[src/common/aorm_pkg.sv]
// shared constants and types for the output rate, alignment and lane mapper
package aorm_pkg;
    // datapath shape
    localparam int AORM_CH_N = 8;
    localparam int AORM_LANE_N = 16;
    localparam int AORM_WORD_W = 14;
    localparam int AORM_HALF_W = 7;
    localparam int AORM_MAP_W = 4;
    localparam int AORM_AVS_AW = 10;

    // register indices; byte address is four times the index
    localparam logic [7:0] AORM_IDX_SYNC_EN = 8'h02;
    localparam logic [7:0] AORM_IDX_PAT_ALIGN = 8'h25;
    localparam logic [7:0] AORM_IDX_MODE = 8'h27;
    localparam logic [7:0] AORM_IDX_STATUS = 8'h28;
    localparam logic [7:0] AORM_IDX_RATE = 8'h38;
    localparam logic [7:0] AORM_IDX_FORMAT = 8'h46;
    localparam logic [7:0] AORM_IDX_MAP_L0 = 8'h50;
    localparam logic [7:0] AORM_IDX_MAP_L1 = 8'h51;
    localparam logic [7:0] AORM_IDX_MAP_L2 = 8'h52;
    localparam logic [7:0] AORM_IDX_MAP_H0 = 8'h53;
    localparam logic [7:0] AORM_IDX_MAP_H1 = 8'h54;
    localparam logic [7:0] AORM_IDX_MAP_H2 = 8'h55;

    // field positions
    localparam int AORM_SYNC_EN_BIT = 13;
    localparam int AORM_PAT_ALIGN_BIT = 15;
    localparam int AORM_RATE_LSB = 0;
    localparam int AORM_TWOS_BIT = 2;
    localparam int AORM_MSB_FIRST_BIT = 3;
    localparam int AORM_MODE_TWO_WIRE_BIT = 0;
    localparam int AORM_MODE_RAMP_BIT = 1;
    localparam int AORM_MAP_F0 = 0;
    localparam int AORM_MAP_F1 = 4;
    localparam int AORM_MAP_F2 = 8;
    localparam int AORM_MAP_PD_BIT = 3;

    // reset values
    localparam logic [15:0] AORM_RST_CTRL = 16'h0000;
    localparam logic [15:0] AORM_RST_MAP_L0 = 16'h0210;
    localparam logic [15:0] AORM_RST_MAP_L1 = 16'h0543;
    localparam logic [15:0] AORM_RST_MAP_L2 = 16'h0076;
    localparam logic [15:0] AORM_RST_MAP_H0 = 16'h0567;
    localparam logic [15:0] AORM_RST_MAP_H1 = 16'h0234;
    localparam logic [15:0] AORM_RST_MAP_H2 = 16'h0001;

    // output word rate codes
    typedef enum logic [1:0] {
        AORM_RATE_FULL = 2'b00,
        AORM_RATE_HALF = 2'b01,
        AORM_RATE_QUARTER = 2'b10,
        AORM_RATE_EIGHTH = 2'b11
    } aorm_rate_t;

    // one sample word per converter channel
    typedef logic [AORM_CH_N-1:0][AORM_WORD_W-1:0] aorm_samples_t;

    // serial lane bits, one per lane of each pair
    typedef struct packed {
        logic [7:0] b;
        logic [7:0] a;
    } aorm_lanes_t;

    // word and power-down picked for one lane
    typedef struct packed {
        logic pd;
        logic [AORM_WORD_W-1:0] word;
    } aorm_lane_sel_t;
endpackage

[src/rtl/aorm_rate_div.sv]
// output word rate divider with alignment restart
`timescale 1ns/1ps
module aorm_rate_div
    import aorm_pkg::*;
(
    // clock and reset
    input wire logic i_core_clk,
    input wire logic i_rstn,
    // control
    input wire logic i_tick,
    input wire logic i_align,
    input wire aorm_rate_t i_rate,
    // outputs
    output logic o_en,
    output logic [2:0] o_phase
);
    // low bits of the phase that must be zero for an output word
    logic [2:0] mask;
    logic [2:0] phase;

    // sub-multiple select
    assign mask = (i_rate == AORM_RATE_HALF) ? 3'h1 :
                  (i_rate == AORM_RATE_QUARTER) ? 3'h3 :
                  (i_rate == AORM_RATE_EIGHTH) ? 3'h7 : 3'h0;
    // alignment restarts the divider at phase zero
    assign phase = i_align ? 3'h0 : o_phase;

    // phase counts converter samples, enable marks the kept ones
    always_ff @(posedge i_core_clk or negedge i_rstn)
    begin
        if (!i_rstn)
        begin
            o_phase <= 3'h0;
            o_en <= 1'b0;
        end
        else
        begin
            o_en <= i_tick & ((phase & mask) == 3'h0);
            o_phase <= i_tick ? 3'(phase + 3'h1) : phase;
        end
    end
endmodule

[src/rtl/aorm_lane_ser.sv]
// one serial output lane: load a word, shift it out a bit per cycle
`timescale 1ns/1ps
module aorm_lane_ser
    import aorm_pkg::*;
(
    // clock and reset
    input wire logic i_core_clk,
    input wire logic i_rstn,
    // word load
    input wire logic i_load,
    input wire logic [AORM_WORD_W-1:0] i_word,
    input wire logic i_pd,
    input wire logic i_half,
    input wire logic i_msb_first,
    // lane pins
    output logic o_bit,
    output logic o_pd
);
    // shift register, lsb leaves first
    logic [AORM_WORD_W-1:0] sh;
    logic [AORM_WORD_W-1:0] load_word;

    // bit reversal over the full word width
    function automatic logic [AORM_WORD_W-1:0] rev(input logic [AORM_WORD_W-1:0] w);
        logic [AORM_WORD_W-1:0] r;
        r = '0;
        for (int i = 0; i < AORM_WORD_W; i++)
            r[i] = w[AORM_WORD_W-1-i];
        return r;
    endfunction

    // msb first reverses inside the active word length
    assign load_word = !i_msb_first ? i_word :
                       i_half ? (rev(i_word) >> AORM_HALF_W) : rev(i_word);

    // load or shift, powered-down lane stays low
    always_ff @(posedge i_core_clk or negedge i_rstn)
    begin
        if (!i_rstn)
        begin
            sh <= '0;
            o_pd <= 1'b1;
            o_bit <= 1'b0;
        end
        else
        begin
            if (i_load)
            begin
                sh <= load_word;
                o_pd <= i_pd;
            end
            else
                sh <= sh >> 1;
            o_bit <= ~o_pd & sh[0];
        end
    end
endmodule

[src/rtl/aorm_top.sv]
// converter output stage: rate, alignment, word format, lane mapping
`timescale 1ns/1ps
module aorm_top
    import aorm_pkg::*;
(
    // clock and reset
    input wire logic i_core_clk,
    input wire logic i_rstn,
    // avalon-mm slave
    input wire logic [AORM_AVS_AW-1:0] i_avs_address,
    input wire logic i_avs_read,
    input wire logic i_avs_write,
    input wire logic [31:0] i_avs_writedata,
    input wire logic [3:0] i_avs_byteenable,
    output logic [31:0] o_avs_readdata,
    output logic o_avs_waitrequest,
    // converter samples
    input wire aorm_samples_t i_sample,
    input wire logic i_sample_valid,
    // alignment pulse pin
    input wire logic i_sync_pin,
    // serial lanes
    output aorm_lanes_t o_lanes,
    output aorm_lanes_t o_lanes_pd,
    output logic o_frame
);
    // control registers
    logic [15:0] sync_enable_ctrl; // stored only, alignment needs no enable
    logic [15:0] pattern_align_ctrl;
    logic [15:0] output_rate_ctrl;
    logic [15:0] word_format_ctrl;
    logic [15:0] output_mode_ctrl;
    logic [15:0] lane_map_low_0;
    logic [15:0] lane_map_low_1;
    logic [15:0] lane_map_low_2;
    logic [15:0] lane_map_high_0;
    logic [15:0] lane_map_high_1;
    logic [15:0] lane_map_high_2;

    // bus decode
    logic [7:0] reg_idx;
    logic wr_go;
    logic [15:0] rd_mux;

    // sync pin synchroniser and filtered level
    logic sync_s1;
    logic sync_s2;
    logic sync_s3;
    logic sync_lvl;
    logic sync_rise;
    logic filt_align;
    logic pat_align;

    // control fields
    logic pattern_align_select;
    logic twos_complement_select;
    logic msb_first_select;
    logic two_wire;
    logic ramp_en;
    aorm_rate_t rate;

    // sample path
    logic [AORM_WORD_W-1:0] ramp;
    aorm_samples_t samp_q;
    logic word_en;
    logic [2:0] div_phase;
    logic [AORM_MAP_W-1:0] lane_code [AORM_LANE_N];
    aorm_lane_sel_t lane_sel [AORM_LANE_N];
    logic [AORM_LANE_N-1:0] ser_bit;
    logic [AORM_LANE_N-1:0] ser_pd;

    // byte-enable merge of a 16-bit register
    function automatic logic [15:0] wmerge(
        input logic [15:0] old,
        input logic [31:0] wd,
        input logic [3:0] be
    );
        logic [15:0] r;
        r = old;
        if (be[0])
            r[7:0] = wd[7:0];
        if (be[1])
            r[15:8] = wd[15:8];
        return r;
    endfunction

    // word format: msb inverted for two's complement
    function automatic logic [AORM_WORD_W-1:0] fmt(
        input logic [AORM_WORD_W-1:0] w,
        input logic twos
    );
        logic [AORM_WORD_W-1:0] r;
        r = w;
        r[AORM_WORD_W-1] = w[AORM_WORD_W-1] ^ twos;
        return r;
    endfunction

    // pick channel and half word for one lane from its map code
    function automatic aorm_lane_sel_t lane_pick(
        input logic [AORM_MAP_W-1:0] code,
        input logic upper,
        input aorm_samples_t s,
        input logic half
    );
        aorm_lane_sel_t r;
        logic [2:0] ch;
        logic hi;
        logic [AORM_WORD_W-1:0] w;
        // lower group counts up from channel 1, upper group down from 8
        ch = upper ? 3'(3'h7 - {1'b0, code[2:1]}) : {1'b0, code[2:1]};
        hi = code[0];
        w = s[ch];
        // odd codes are the high 7-bit half word, valid only in 2-wire mode
        r.pd = code[AORM_MAP_PD_BIT] | (hi & ~half);
        if (!half)
            r.word = w;
        else if (hi)
            r.word = {{AORM_HALF_W{1'b0}}, w[AORM_WORD_W-1:AORM_HALF_W]};
        else
            r.word = {{AORM_HALF_W{1'b0}}, w[AORM_HALF_W-1:0]};
        return r;
    endfunction

    // register index from byte address
    assign reg_idx = i_avs_address[AORM_AVS_AW-1:2];
    // a write lands at the edge where waitrequest is seen low
    assign wr_go = i_avs_write & ~o_avs_waitrequest;

    // read selection, unmapped reads give zero
    assign rd_mux =
        (reg_idx == AORM_IDX_SYNC_EN) ? sync_enable_ctrl :
        (reg_idx == AORM_IDX_PAT_ALIGN) ? pattern_align_ctrl :
        (reg_idx == AORM_IDX_MODE) ? output_mode_ctrl :
        (reg_idx == AORM_IDX_STATUS) ? {12'h000, sync_lvl, div_phase} :
        (reg_idx == AORM_IDX_RATE) ? output_rate_ctrl :
        (reg_idx == AORM_IDX_FORMAT) ? word_format_ctrl :
        (reg_idx == AORM_IDX_MAP_L0) ? lane_map_low_0 :
        (reg_idx == AORM_IDX_MAP_L1) ? lane_map_low_1 :
        (reg_idx == AORM_IDX_MAP_L2) ? lane_map_low_2 :
        (reg_idx == AORM_IDX_MAP_H0) ? lane_map_high_0 :
        (reg_idx == AORM_IDX_MAP_H1) ? lane_map_high_1 :
        (reg_idx == AORM_IDX_MAP_H2) ? lane_map_high_2 : 16'h0000;

    // bus handshake: one wait cycle, then answer for one cycle
    always_ff @(posedge i_core_clk or negedge i_rstn)
    begin
        if (!i_rstn)
        begin
            o_avs_waitrequest <= 1'b1;
            o_avs_readdata <= 32'h0000_0000;
        end
        else if ((i_avs_read | i_avs_write) && o_avs_waitrequest)
        begin
            // request seen: drop waitrequest with data ready
            o_avs_waitrequest <= 1'b0;
            o_avs_readdata <= {16'h0000, rd_mux};
        end
        else
            o_avs_waitrequest <= 1'b1;
    end

    // control register writes
    always_ff @(posedge i_core_clk or negedge i_rstn)
    begin
        if (!i_rstn)
        begin
            // defaults keep full rate, offset binary, lsb first
            sync_enable_ctrl <= AORM_RST_CTRL;
            pattern_align_ctrl <= AORM_RST_CTRL;
            output_rate_ctrl <= AORM_RST_CTRL;
            word_format_ctrl <= AORM_RST_CTRL;
            output_mode_ctrl <= AORM_RST_CTRL;
        end
        else if (wr_go)
        begin
            // one register per index, others ignored
            if (reg_idx == AORM_IDX_SYNC_EN)
                sync_enable_ctrl <= wmerge(sync_enable_ctrl, i_avs_writedata, i_avs_byteenable);
            if (reg_idx == AORM_IDX_PAT_ALIGN)
                pattern_align_ctrl <= wmerge(pattern_align_ctrl, i_avs_writedata,
                                             i_avs_byteenable);
            if (reg_idx == AORM_IDX_RATE)
                output_rate_ctrl <= wmerge(output_rate_ctrl, i_avs_writedata, i_avs_byteenable);
            if (reg_idx == AORM_IDX_FORMAT)
                word_format_ctrl <= wmerge(word_format_ctrl, i_avs_writedata, i_avs_byteenable);
            if (reg_idx == AORM_IDX_MODE)
                output_mode_ctrl <= wmerge(output_mode_ctrl, i_avs_writedata, i_avs_byteenable);
        end
    end

    // lane map register writes, reset gives the default mapping
    always_ff @(posedge i_core_clk or negedge i_rstn)
    begin
        if (!i_rstn)
        begin
            lane_map_low_0 <= AORM_RST_MAP_L0;
            lane_map_low_1 <= AORM_RST_MAP_L1;
            lane_map_low_2 <= AORM_RST_MAP_L2;
            lane_map_high_0 <= AORM_RST_MAP_H0;
            lane_map_high_1 <= AORM_RST_MAP_H1;
            lane_map_high_2 <= AORM_RST_MAP_H2;
        end
        else if (wr_go)
        begin
            if (reg_idx == AORM_IDX_MAP_L0)
                lane_map_low_0 <= wmerge(lane_map_low_0, i_avs_writedata, i_avs_byteenable);
            if (reg_idx == AORM_IDX_MAP_L1)
                lane_map_low_1 <= wmerge(lane_map_low_1, i_avs_writedata, i_avs_byteenable);
            if (reg_idx == AORM_IDX_MAP_L2)
                lane_map_low_2 <= wmerge(lane_map_low_2, i_avs_writedata, i_avs_byteenable);
            if (reg_idx == AORM_IDX_MAP_H0)
                lane_map_high_0 <= wmerge(lane_map_high_0, i_avs_writedata, i_avs_byteenable);
            if (reg_idx == AORM_IDX_MAP_H1)
                lane_map_high_1 <= wmerge(lane_map_high_1, i_avs_writedata, i_avs_byteenable);
            if (reg_idx == AORM_IDX_MAP_H2)
                lane_map_high_2 <= wmerge(lane_map_high_2, i_avs_writedata, i_avs_byteenable);
        end
    end

    // control fields out of the registers
    assign pattern_align_select = pattern_align_ctrl[AORM_PAT_ALIGN_BIT];
    assign twos_complement_select = word_format_ctrl[AORM_TWOS_BIT];
    assign msb_first_select = word_format_ctrl[AORM_MSB_FIRST_BIT];
    assign two_wire = output_mode_ctrl[AORM_MODE_TWO_WIRE_BIT];
    assign ramp_en = output_mode_ctrl[AORM_MODE_RAMP_BIT];
    assign rate = aorm_rate_t'(output_rate_ctrl[AORM_RATE_LSB +: 2]);

    // sync pin through three flops, level taken when stages two and three agree
    always_ff @(posedge i_core_clk or negedge i_rstn)
    begin
        if (!i_rstn)
        begin
            sync_s1 <= 1'b0;
            sync_s2 <= 1'b0;
            sync_s3 <= 1'b0;
            sync_lvl <= 1'b0;
        end
        else
        begin
            sync_s1 <= i_sync_pin;
            sync_s2 <= sync_s1;
            sync_s3 <= sync_s2;
            // settled level, kept for the status register only
            if (sync_s2 == sync_s3)
                sync_lvl <= sync_s2;
        end
    end

    // rising edge between stages two and three is the internal alignment signal;
    // a one-cycle pulse never sits in both stages at once, so it must count here
    assign sync_rise = sync_s2 & ~sync_s3;
    // pattern select steers the edge to filters or to the ramp
    assign filt_align = sync_rise & ~pattern_align_select;
    assign pat_align = sync_rise & pattern_align_select;

    // ramp test pattern, restarted by pattern alignment
    always_ff @(posedge i_core_clk or negedge i_rstn)
    begin
        if (!i_rstn)
            ramp <= '0;
        else if (pat_align)
            ramp <= '0;
        else if (i_sample_valid)
            ramp <= AORM_WORD_W'(ramp + 1'b1);
    end

    // capture every converter sample; sampling itself is never gated
    always_ff @(posedge i_core_clk or negedge i_rstn)
    begin
        if (!i_rstn)
            samp_q <= '0;
        else if (i_sample_valid)
        begin
            // the pattern takes the same path and rate as real samples
            for (int c = 0; c < AORM_CH_N; c++)
                samp_q[c] <= fmt(ramp_en ? ramp : i_sample[c], twos_complement_select);
        end
    end

    // output word rate divider; free-running until an alignment edge
    aorm_rate_div u_rate_div (
        .i_core_clk(i_core_clk),
        .i_rstn(i_rstn),
        .i_tick(i_sample_valid),
        .i_align(filt_align),
        .i_rate(rate),
        .o_en(word_en),
        .o_phase(div_phase)
    );

    // frame marker on the cycle the lanes load a word
    always_ff @(posedge i_core_clk or negedge i_rstn)
    begin
        if (!i_rstn)
            o_frame <= 1'b0;
        else
            o_frame <= word_en;
    end

    // lane codes in lane order 1A,1B,2A,...8B; lower group
    assign lane_code[0] = lane_map_low_0[AORM_MAP_F0 +: AORM_MAP_W];
    assign lane_code[1] = lane_map_low_0[AORM_MAP_F1 +: AORM_MAP_W];
    assign lane_code[2] = lane_map_low_0[AORM_MAP_F2 +: AORM_MAP_W];
    assign lane_code[3] = lane_map_low_1[AORM_MAP_F0 +: AORM_MAP_W];
    assign lane_code[4] = lane_map_low_1[AORM_MAP_F1 +: AORM_MAP_W];
    assign lane_code[5] = lane_map_low_1[AORM_MAP_F2 +: AORM_MAP_W];
    assign lane_code[6] = lane_map_low_2[AORM_MAP_F0 +: AORM_MAP_W];
    assign lane_code[7] = lane_map_low_2[AORM_MAP_F1 +: AORM_MAP_W];
    // upper group, b lane before a lane in each register
    assign lane_code[8] = lane_map_high_0[AORM_MAP_F1 +: AORM_MAP_W];
    assign lane_code[9] = lane_map_high_0[AORM_MAP_F0 +: AORM_MAP_W];
    assign lane_code[10] = lane_map_high_1[AORM_MAP_F0 +: AORM_MAP_W];
    assign lane_code[11] = lane_map_high_0[AORM_MAP_F2 +: AORM_MAP_W];
    assign lane_code[12] = lane_map_high_1[AORM_MAP_F2 +: AORM_MAP_W];
    assign lane_code[13] = lane_map_high_1[AORM_MAP_F1 +: AORM_MAP_W];
    assign lane_code[14] = lane_map_high_2[AORM_MAP_F1 +: AORM_MAP_W];
    assign lane_code[15] = lane_map_high_2[AORM_MAP_F0 +: AORM_MAP_W];

    // one serializer per lane, each fed only from its own group
    for (genvar l = 0; l < AORM_LANE_N; l++)
    begin : g_lane
        // lanes 0..7 lower group, 8..15 upper group
        assign lane_sel[l] = lane_pick(lane_code[l], l >= AORM_LANE_N / 2,
                                       samp_q, two_wire);

        aorm_lane_ser u_ser (
            .i_core_clk(i_core_clk),
            .i_rstn(i_rstn),
            .i_load(word_en),
            .i_word(lane_sel[l].word),
            .i_pd(lane_sel[l].pd),
            .i_half(two_wire),
            .i_msb_first(msb_first_select),
            .o_bit(ser_bit[l]),
            .o_pd(ser_pd[l])
        );
    end

    // sixteen lanes out as a and b pairs
    for (genvar n = 0; n < AORM_LANE_N / 2; n++)
    begin : g_pair
        assign o_lanes.a[n] = ser_bit[2*n];
        assign o_lanes.b[n] = ser_bit[2*n+1];
        assign o_lanes_pd.a[n] = ser_pd[2*n];
        assign o_lanes_pd.b[n] = ser_pd[2*n+1];
    end
endmodule

[config.mk]
export PLATFORM = sky130hd
export DESIGN_NAME = aorm_top
export DESIGN_NICKNAME = d
export VERILOG_FILES = /design/src/common/aorm_pkg.sv /design/src/rtl/aorm_rate_div.sv /design/src/rtl/aorm_lane_ser.sv /design/src/rtl/aorm_top.sv
export SDC_FILE = /design/constraint.sdc
export NUM_CORES = 2
export LEC_CHECK = 0
export BUFFER_PORTS_ARGS = -buffer_cell sky130_fd_sc_hd__buf_4
export CAP_MARGIN = 30
export CELL_PAD_IN_SITES_DETAIL_PLACEMENT = 1
export CELL_PAD_IN_SITES_GLOBAL_PLACEMENT = 1
export CORE_MARGIN = 2
export CORE_UTILIZATION = 50
export CTS_BUF_LIST = sky130_fd_sc_hd__clkbuf_4 sky130_fd_sc_hd__clkbuf_8
export DETAILED_ROUTE_END_ITERATION = 8
export GPL_TIMING_DRIVEN = 0
export PLACE_DENSITY_LB_ADDON = 0.1
export RECOVER_POWER = 100
export SETUP_SLACK_MARGIN = 0.1
export SYNTH_ARGS = -nofsm -noshare
export SYNTH_HDL_FRONTEND = slang
export SYNTH_HIERARCHICAL = 1
export SYNTH_SLANG_ARGS = --single-unit
[constraint.sdc]
create_clock -name i_core_clk -period 5 [get_ports i_core_clk]
set_input_delay 0.75 -clock i_core_clk [delete_from_list [all_inputs] [get_ports i_core_clk]]
set_output_delay 0.75 -clock i_core_clk [all_outputs]
set_load 0.05 [all_outputs]
==> impl_metrics.sql <==
INSERT INTO impl_metrics (metric_group, metric, value, unit) VALUES
('placed_design', 'dpl_cell_area', '39000', 'sq um'),
('power_and_ir_drop', 'total_leakage_power', '16.8', 'nW'),
('critical_path', 'required', '5600', 'ps'),
('detailed_routing', 'route.vias.total', '30400', ''),
('flow_run', 'cap_violations', '2', ''),
('power_and_ir_drop', 'intPower', '9.75', 'mW'),
('global_routing', 'grt_first_pass_wirelength', '209000', 'um'),
('clock_tree', 'post_cts_resize_count', '0', ''),
('timing', 'hold_viol', '0', ''),
('floorplan', 'initial_utilization', '50.5', '%'),
('logic_synthesis', 'yosysTopAreaCell', 'sky130_fd_sc_hd__dfrtp_1', ''),
('clock_tree', 'clock_path_buffers', '3', ''),
('logic_synthesis', 'ys_seq_elements', '584', ''),
('logic_synthesis', 'netlist_top_cells_area', 'sky130_fd_sc_hd__dfrtp_1 38%, sky130_fd_sc_hd__mux4_2 14%, sky130_fd_sc_hd__mux2_2 12%', ''),
('power_and_ir_drop', 'comb_power_share', '24.6', '%'),
('logic_synthesis', 'synth_largest_type_area_fraction', '37.7', '%'),
('placed_design', 'place_congestion', '0.989', ''),
('clock_tree', 'cts_buffers', '102', ''),
('finish', 'fin_nets', '3649', ''),
('logic_synthesis', 'syn-mean-instance-area', '11.4', 'sq um'),
('floorplan', 'die_width', '273', 'um'),
('critical_path', 'worst-endpoint-arrival', '5060', 'ps'),
('placed_design', 'io_buffers', '190', ''),
('logic_synthesis', 'synthTopCellsByCount', '543 x sky130_fd_sc_hd__dfrtp_1, 400 x sky130_fd_sc_hd__mux2_2, 259 x sky130_fd_sc_hd__a21oi_1, 251 x sky130_fd_sc_hd__nor2_1, 225 x sky130_fd_sc_hd__mux4_2', ''),
('detailed_routing', 'vias_per_cell', '6.72', ''),
('clock_tree', 'tritoncts', 'built', ''),
('power_and_ir_drop', 'p_seq_share', '41.9', '%'),
('timing', 'timing.setup.tns', '0', 'ps'),
('detailed_routing', 'antenna_violating_nets_post_route', '0', ''),
('critical_path', 'setup.worst_path.end_class', 'flip-flop', ''),
('global_routing', 'first_global_vias', '31700', ''),
('logic_synthesis', 'yosysMostFrequentCell', 'sky130_fd_sc_hd__dfrtp_1', ''),
('logic_synthesis', 'async_reset_ff_share', '100', '%'),
('clock_tree', 'cts_num_sinks', '584', ''),
('finish', 'syn2layout_area_growth', '13.6', '%'),
('critical_path', 'cp_max_fo', '17', ''),
('timing', 'setup_ws', '540', 'ps'),
('critical_path', 'crit_path_start_kind', 'flip-flop', ''),
('timing', 'report.final.slew_viol_count', '116', ''),
('power_and_ir_drop', 'net-switching-power', '5.19', 'mW'),
('finish', 'layout-drive-gt1-share', '30.4', '%'),
('floorplan', 'floorplan.die.height', '273', 'um'),
('detailed_routing', 'aggregate_routed_wire_length', '141000', 'um'),
('timing', 'relSlewSlack', '-79.4', '%'),
('logic_synthesis', 'synth_flop_cell', 'sky130_fd_sc_hd__dfrtp_1', ''),
('timing', 'final_clock_period_utilization_by_the_worst_path', '89.2', '%'),
('power_and_ir_drop', 'max-vdd-ir-drop', '220', 'uV'),
('critical_path', 'reg2regPathDepth', '6', ''),
('power_and_ir_drop', 'clock_power_share', '33.6', '%'),
('logic_synthesis', 'synth_edf_count', '0', ''),
('min_path', 'hold_path_class', 'in2reg', ''),
('critical_path', 'type_of_the_worst_setup_path', 'reg2reg', ''),
('logic_synthesis', 'yosys_warnings', '6', ''),
('detailed_routing', 'drc_errors', '0', ''),
('floorplan', 'design.core.area', '71500', 'sq um'),
('finish', 'post-route-util', '57.3', '%'),
('status', 'violated_checks', 'capacitance limit, slew limit', ''),
('status', 'outcome', 'finished with violations', ''),
('detailed_routing', 'wl_per_cell', '31.1', 'um'),
('power_and_ir_drop', 'power_density', '364', 'nW/um^2'),
('finish', 'finalInstanceArea', '41000', 'sq um'),
('global_routing', 'antenna_found_initial', '8', ''),
('timing', 'unrepaired_setup_endpoints_after_global_routing', 'false', ''),
('timing', 'measured_slew_at_the_worst_slew_check_pin', '2690', 'ps'),
('timing', 'finalSetupViolCount', '0', ''),
('floorplan', 'placement_rows', '98', ''),
('placed_design', 'place_hpwl', '101000', 'um'),
('detailed_routing', 'drt_pre_antenna_iters', '6', ''),
('logic_synthesis', 'synth_cells', '3163', ''),
('detailed_routing', 'drt_iter0_markers', '3201', ''),
('power_and_ir_drop', 'p_sw_share', '34.7', '%');
==> layout by cell type, fill, tap and decap left out, types with 15 or more instances in the layout <==
cell type | netlist | routed
sky130_fd_sc_hd__dfrtp_1 | 543 | 543
sky130_fd_sc_hd__mux2_2 | 400 | 341
sky130_fd_sc_hd__a21oi_1 | 259 | 259
sky130_fd_sc_hd__nor2_1 | 251 | 251
sky130_fd_sc_hd__clkbuf_1 | 158 | 225
sky130_fd_sc_hd__mux4_2 | 225 | 225
sky130_fd_sc_hd__buf_4 | 24 | 158
sky130_fd_sc_hd__nor2b_1 | 135 | 136
sky130_fd_sc_hd__nand2b_1 | 136 | 136
sky130_fd_sc_hd__clkbuf_8 | 0 | 132
sky130_fd_sc_hd__nand3b_1 | 115 | 115
sky130_fd_sc_hd__a31oi_1 | 103 | 103
sky130_fd_sc_hd__a221o_1 | 102 | 102
sky130_fd_sc_hd__and2_1 | 146 | 81
sky130_fd_sc_hd__buf_2 | 81 | 78
sky130_fd_sc_hd__mux2_1 | 0 | 73
sky130_fd_sc_hd__nand2_1 | 68 | 68
sky130_fd_sc_hd__and2_0 | 1 | 66
sky130_fd_sc_hd__o21ai_0 | 46 | 47
sky130_fd_sc_hd__clkbuf_4 | 0 | 34
sky130_fd_sc_hd__dfstp_2 | 41 | 24
sky130_fd_sc_hd__nand3_1 | 19 | 23
sky130_fd_sc_hd__o211ai_1 | 19 | 19
sky130_fd_sc_hd__a21o_1 | 18 | 18
sky130_fd_sc_hd__mux2i_1 | 18 | 18
sky130_fd_sc_hd__buf_8 | 16 | 18
sky130_fd_sc_hd__nand4b_1 | 17 | 17
sky130_fd_sc_hd__dfstp_1 | 0 | 17
sky130_fd_sc_hd__o22ai_1 | 16 | 16
sky130_fd_sc_hd__conb_1 | 1 | 16
sky130_fd_sc_hd__buf_6 | 17 | 16
sky130_fd_sc_hd__and2b_2 | 16 | 16
sky130_fd_sc_hd__a21boi_0 | 16 | 16
sky130_fd_sc_hd__clkinv_2 | 0 | 15
==> metrics by stage <==
step,power (mW),std cells
6_report,14.9,4523
5_1_grt,15.4,4520
4_1_cts,14.9,4519
3_5_place_dp,9.89,4327
3_3_place_gp,9.76,4318
2_1_floorplan,8.23,3178
==> final cells by class <==
class	count	area [sq um]
sequential	584	14700
fill	7543	30500
clock inverter	26	263
multi-input combinational	2273	19700
timing repair buffer	200	1440
clock buffer	165	2060
inverter	6	22.5
tap	950	1190
buffer	315	1670
antenna	4	10.0
==> power by group through the flow <==
stage               Sequential, mW  Clock, mW  Combinational [mW]
CTS                           6.15       5.07                3.72
floorplan                     5.95          0                2.28
global route                  6.24       5.28                3.87
global placement              6.19          0                3.57
detailed placement            6.22          0                3.67
finish                        6.25       5.01                3.67
==> registers in the layout, indices dropped and copies added (netlist names), 3 cells and up <==
name and cells:
g_lane.u_ser/sh 224, samp_q 112, g_lane.u_ser/o_bit 16, g_lane.u_ser/o_pd 16, lane_map_high_0 16, lane_map_high_1 16
lane_map_high_2 16, lane_map_low_0 16, lane_map_low_1 16, lane_map_low_2 16, o_avs_readdata 16, output_mode_ctrl 16
output_rate_ctrl 16, pattern_align_ctrl 16, sync_enable_ctrl 16, word_format_ctrl 16, ramp 14, u_rate_div/o_phase 3
==> metal layers <==
metal  routed length (um)  part of all wire (%)  track usage [%]  vias to the layer above
met4                 7870                   5.6             18.4                        6
met3                15900                    11             11.1                      478
li1                     -                     -                -                    12400
met5                  188                  0.13             1.03                        -
met2                61300                    44             56.4                     1953
met1                55300                    39             50.6                    15600
==> critical path, cell delays in order (launching register included) <==
cell	delay, ps
sky130_fd_sc_hd__dfrtp_1	1510
sky130_fd_sc_hd__clkbuf_1	460
sky130_fd_sc_hd__clkbuf_1	650
sky130_fd_sc_hd__nand2_1	510
sky130_fd_sc_hd__mux2_1	530
sky130_fd_sc_hd__mux2_1	330
sky130_fd_sc_hd__a221o_1	320
==> path summary, 6_finish.rpt <==
path	start	endpoint
setup reg to reg	output_mode_ctrl[0]$_DFFE_PN0P_	g_lane[6].u_ser/sh[5]$_DFF_PN0_
hold reg to reg	sync_s1$_DFF_PN0_	sync_s2$_DFF_PN0_
max in group asynchronous	i_rstn	samp_q[78]$_DFFE_PN0P_
setup / recovery	output_mode_ctrl[0]$_DFFE_PN0P_	g_lane[6].u_ser/sh[5]$_DFF_PN0_
min in group asynchronous	i_rstn	g_lane[4].u_ser/sh[8]$_DFF_PN0_
hold / removal	i_sync_pin	sync_s1$_DFF_PN0_
==> cell families after synthesis <==
family	after synthesis	synth area share (%)
and+or+nand+nor	951	15.0
muxes	659	27.7
AOI/OAI and AO/OA	623	11.3
DFF	584	40.7
buffers and inverters	321	4.73
xor gates and xnor gates	21	0.510
adders and majority gates	3	0.104
other	1	0.0104
==> repair_timing <==
action                                  in CTS  in global routing
hold endpoints to repair                    14                  0
buffers inserted                             0                  0
endpoints found under the setup margin       0                  0
hold buffers                                 1                  0
(Power assumes the default switching activity.)
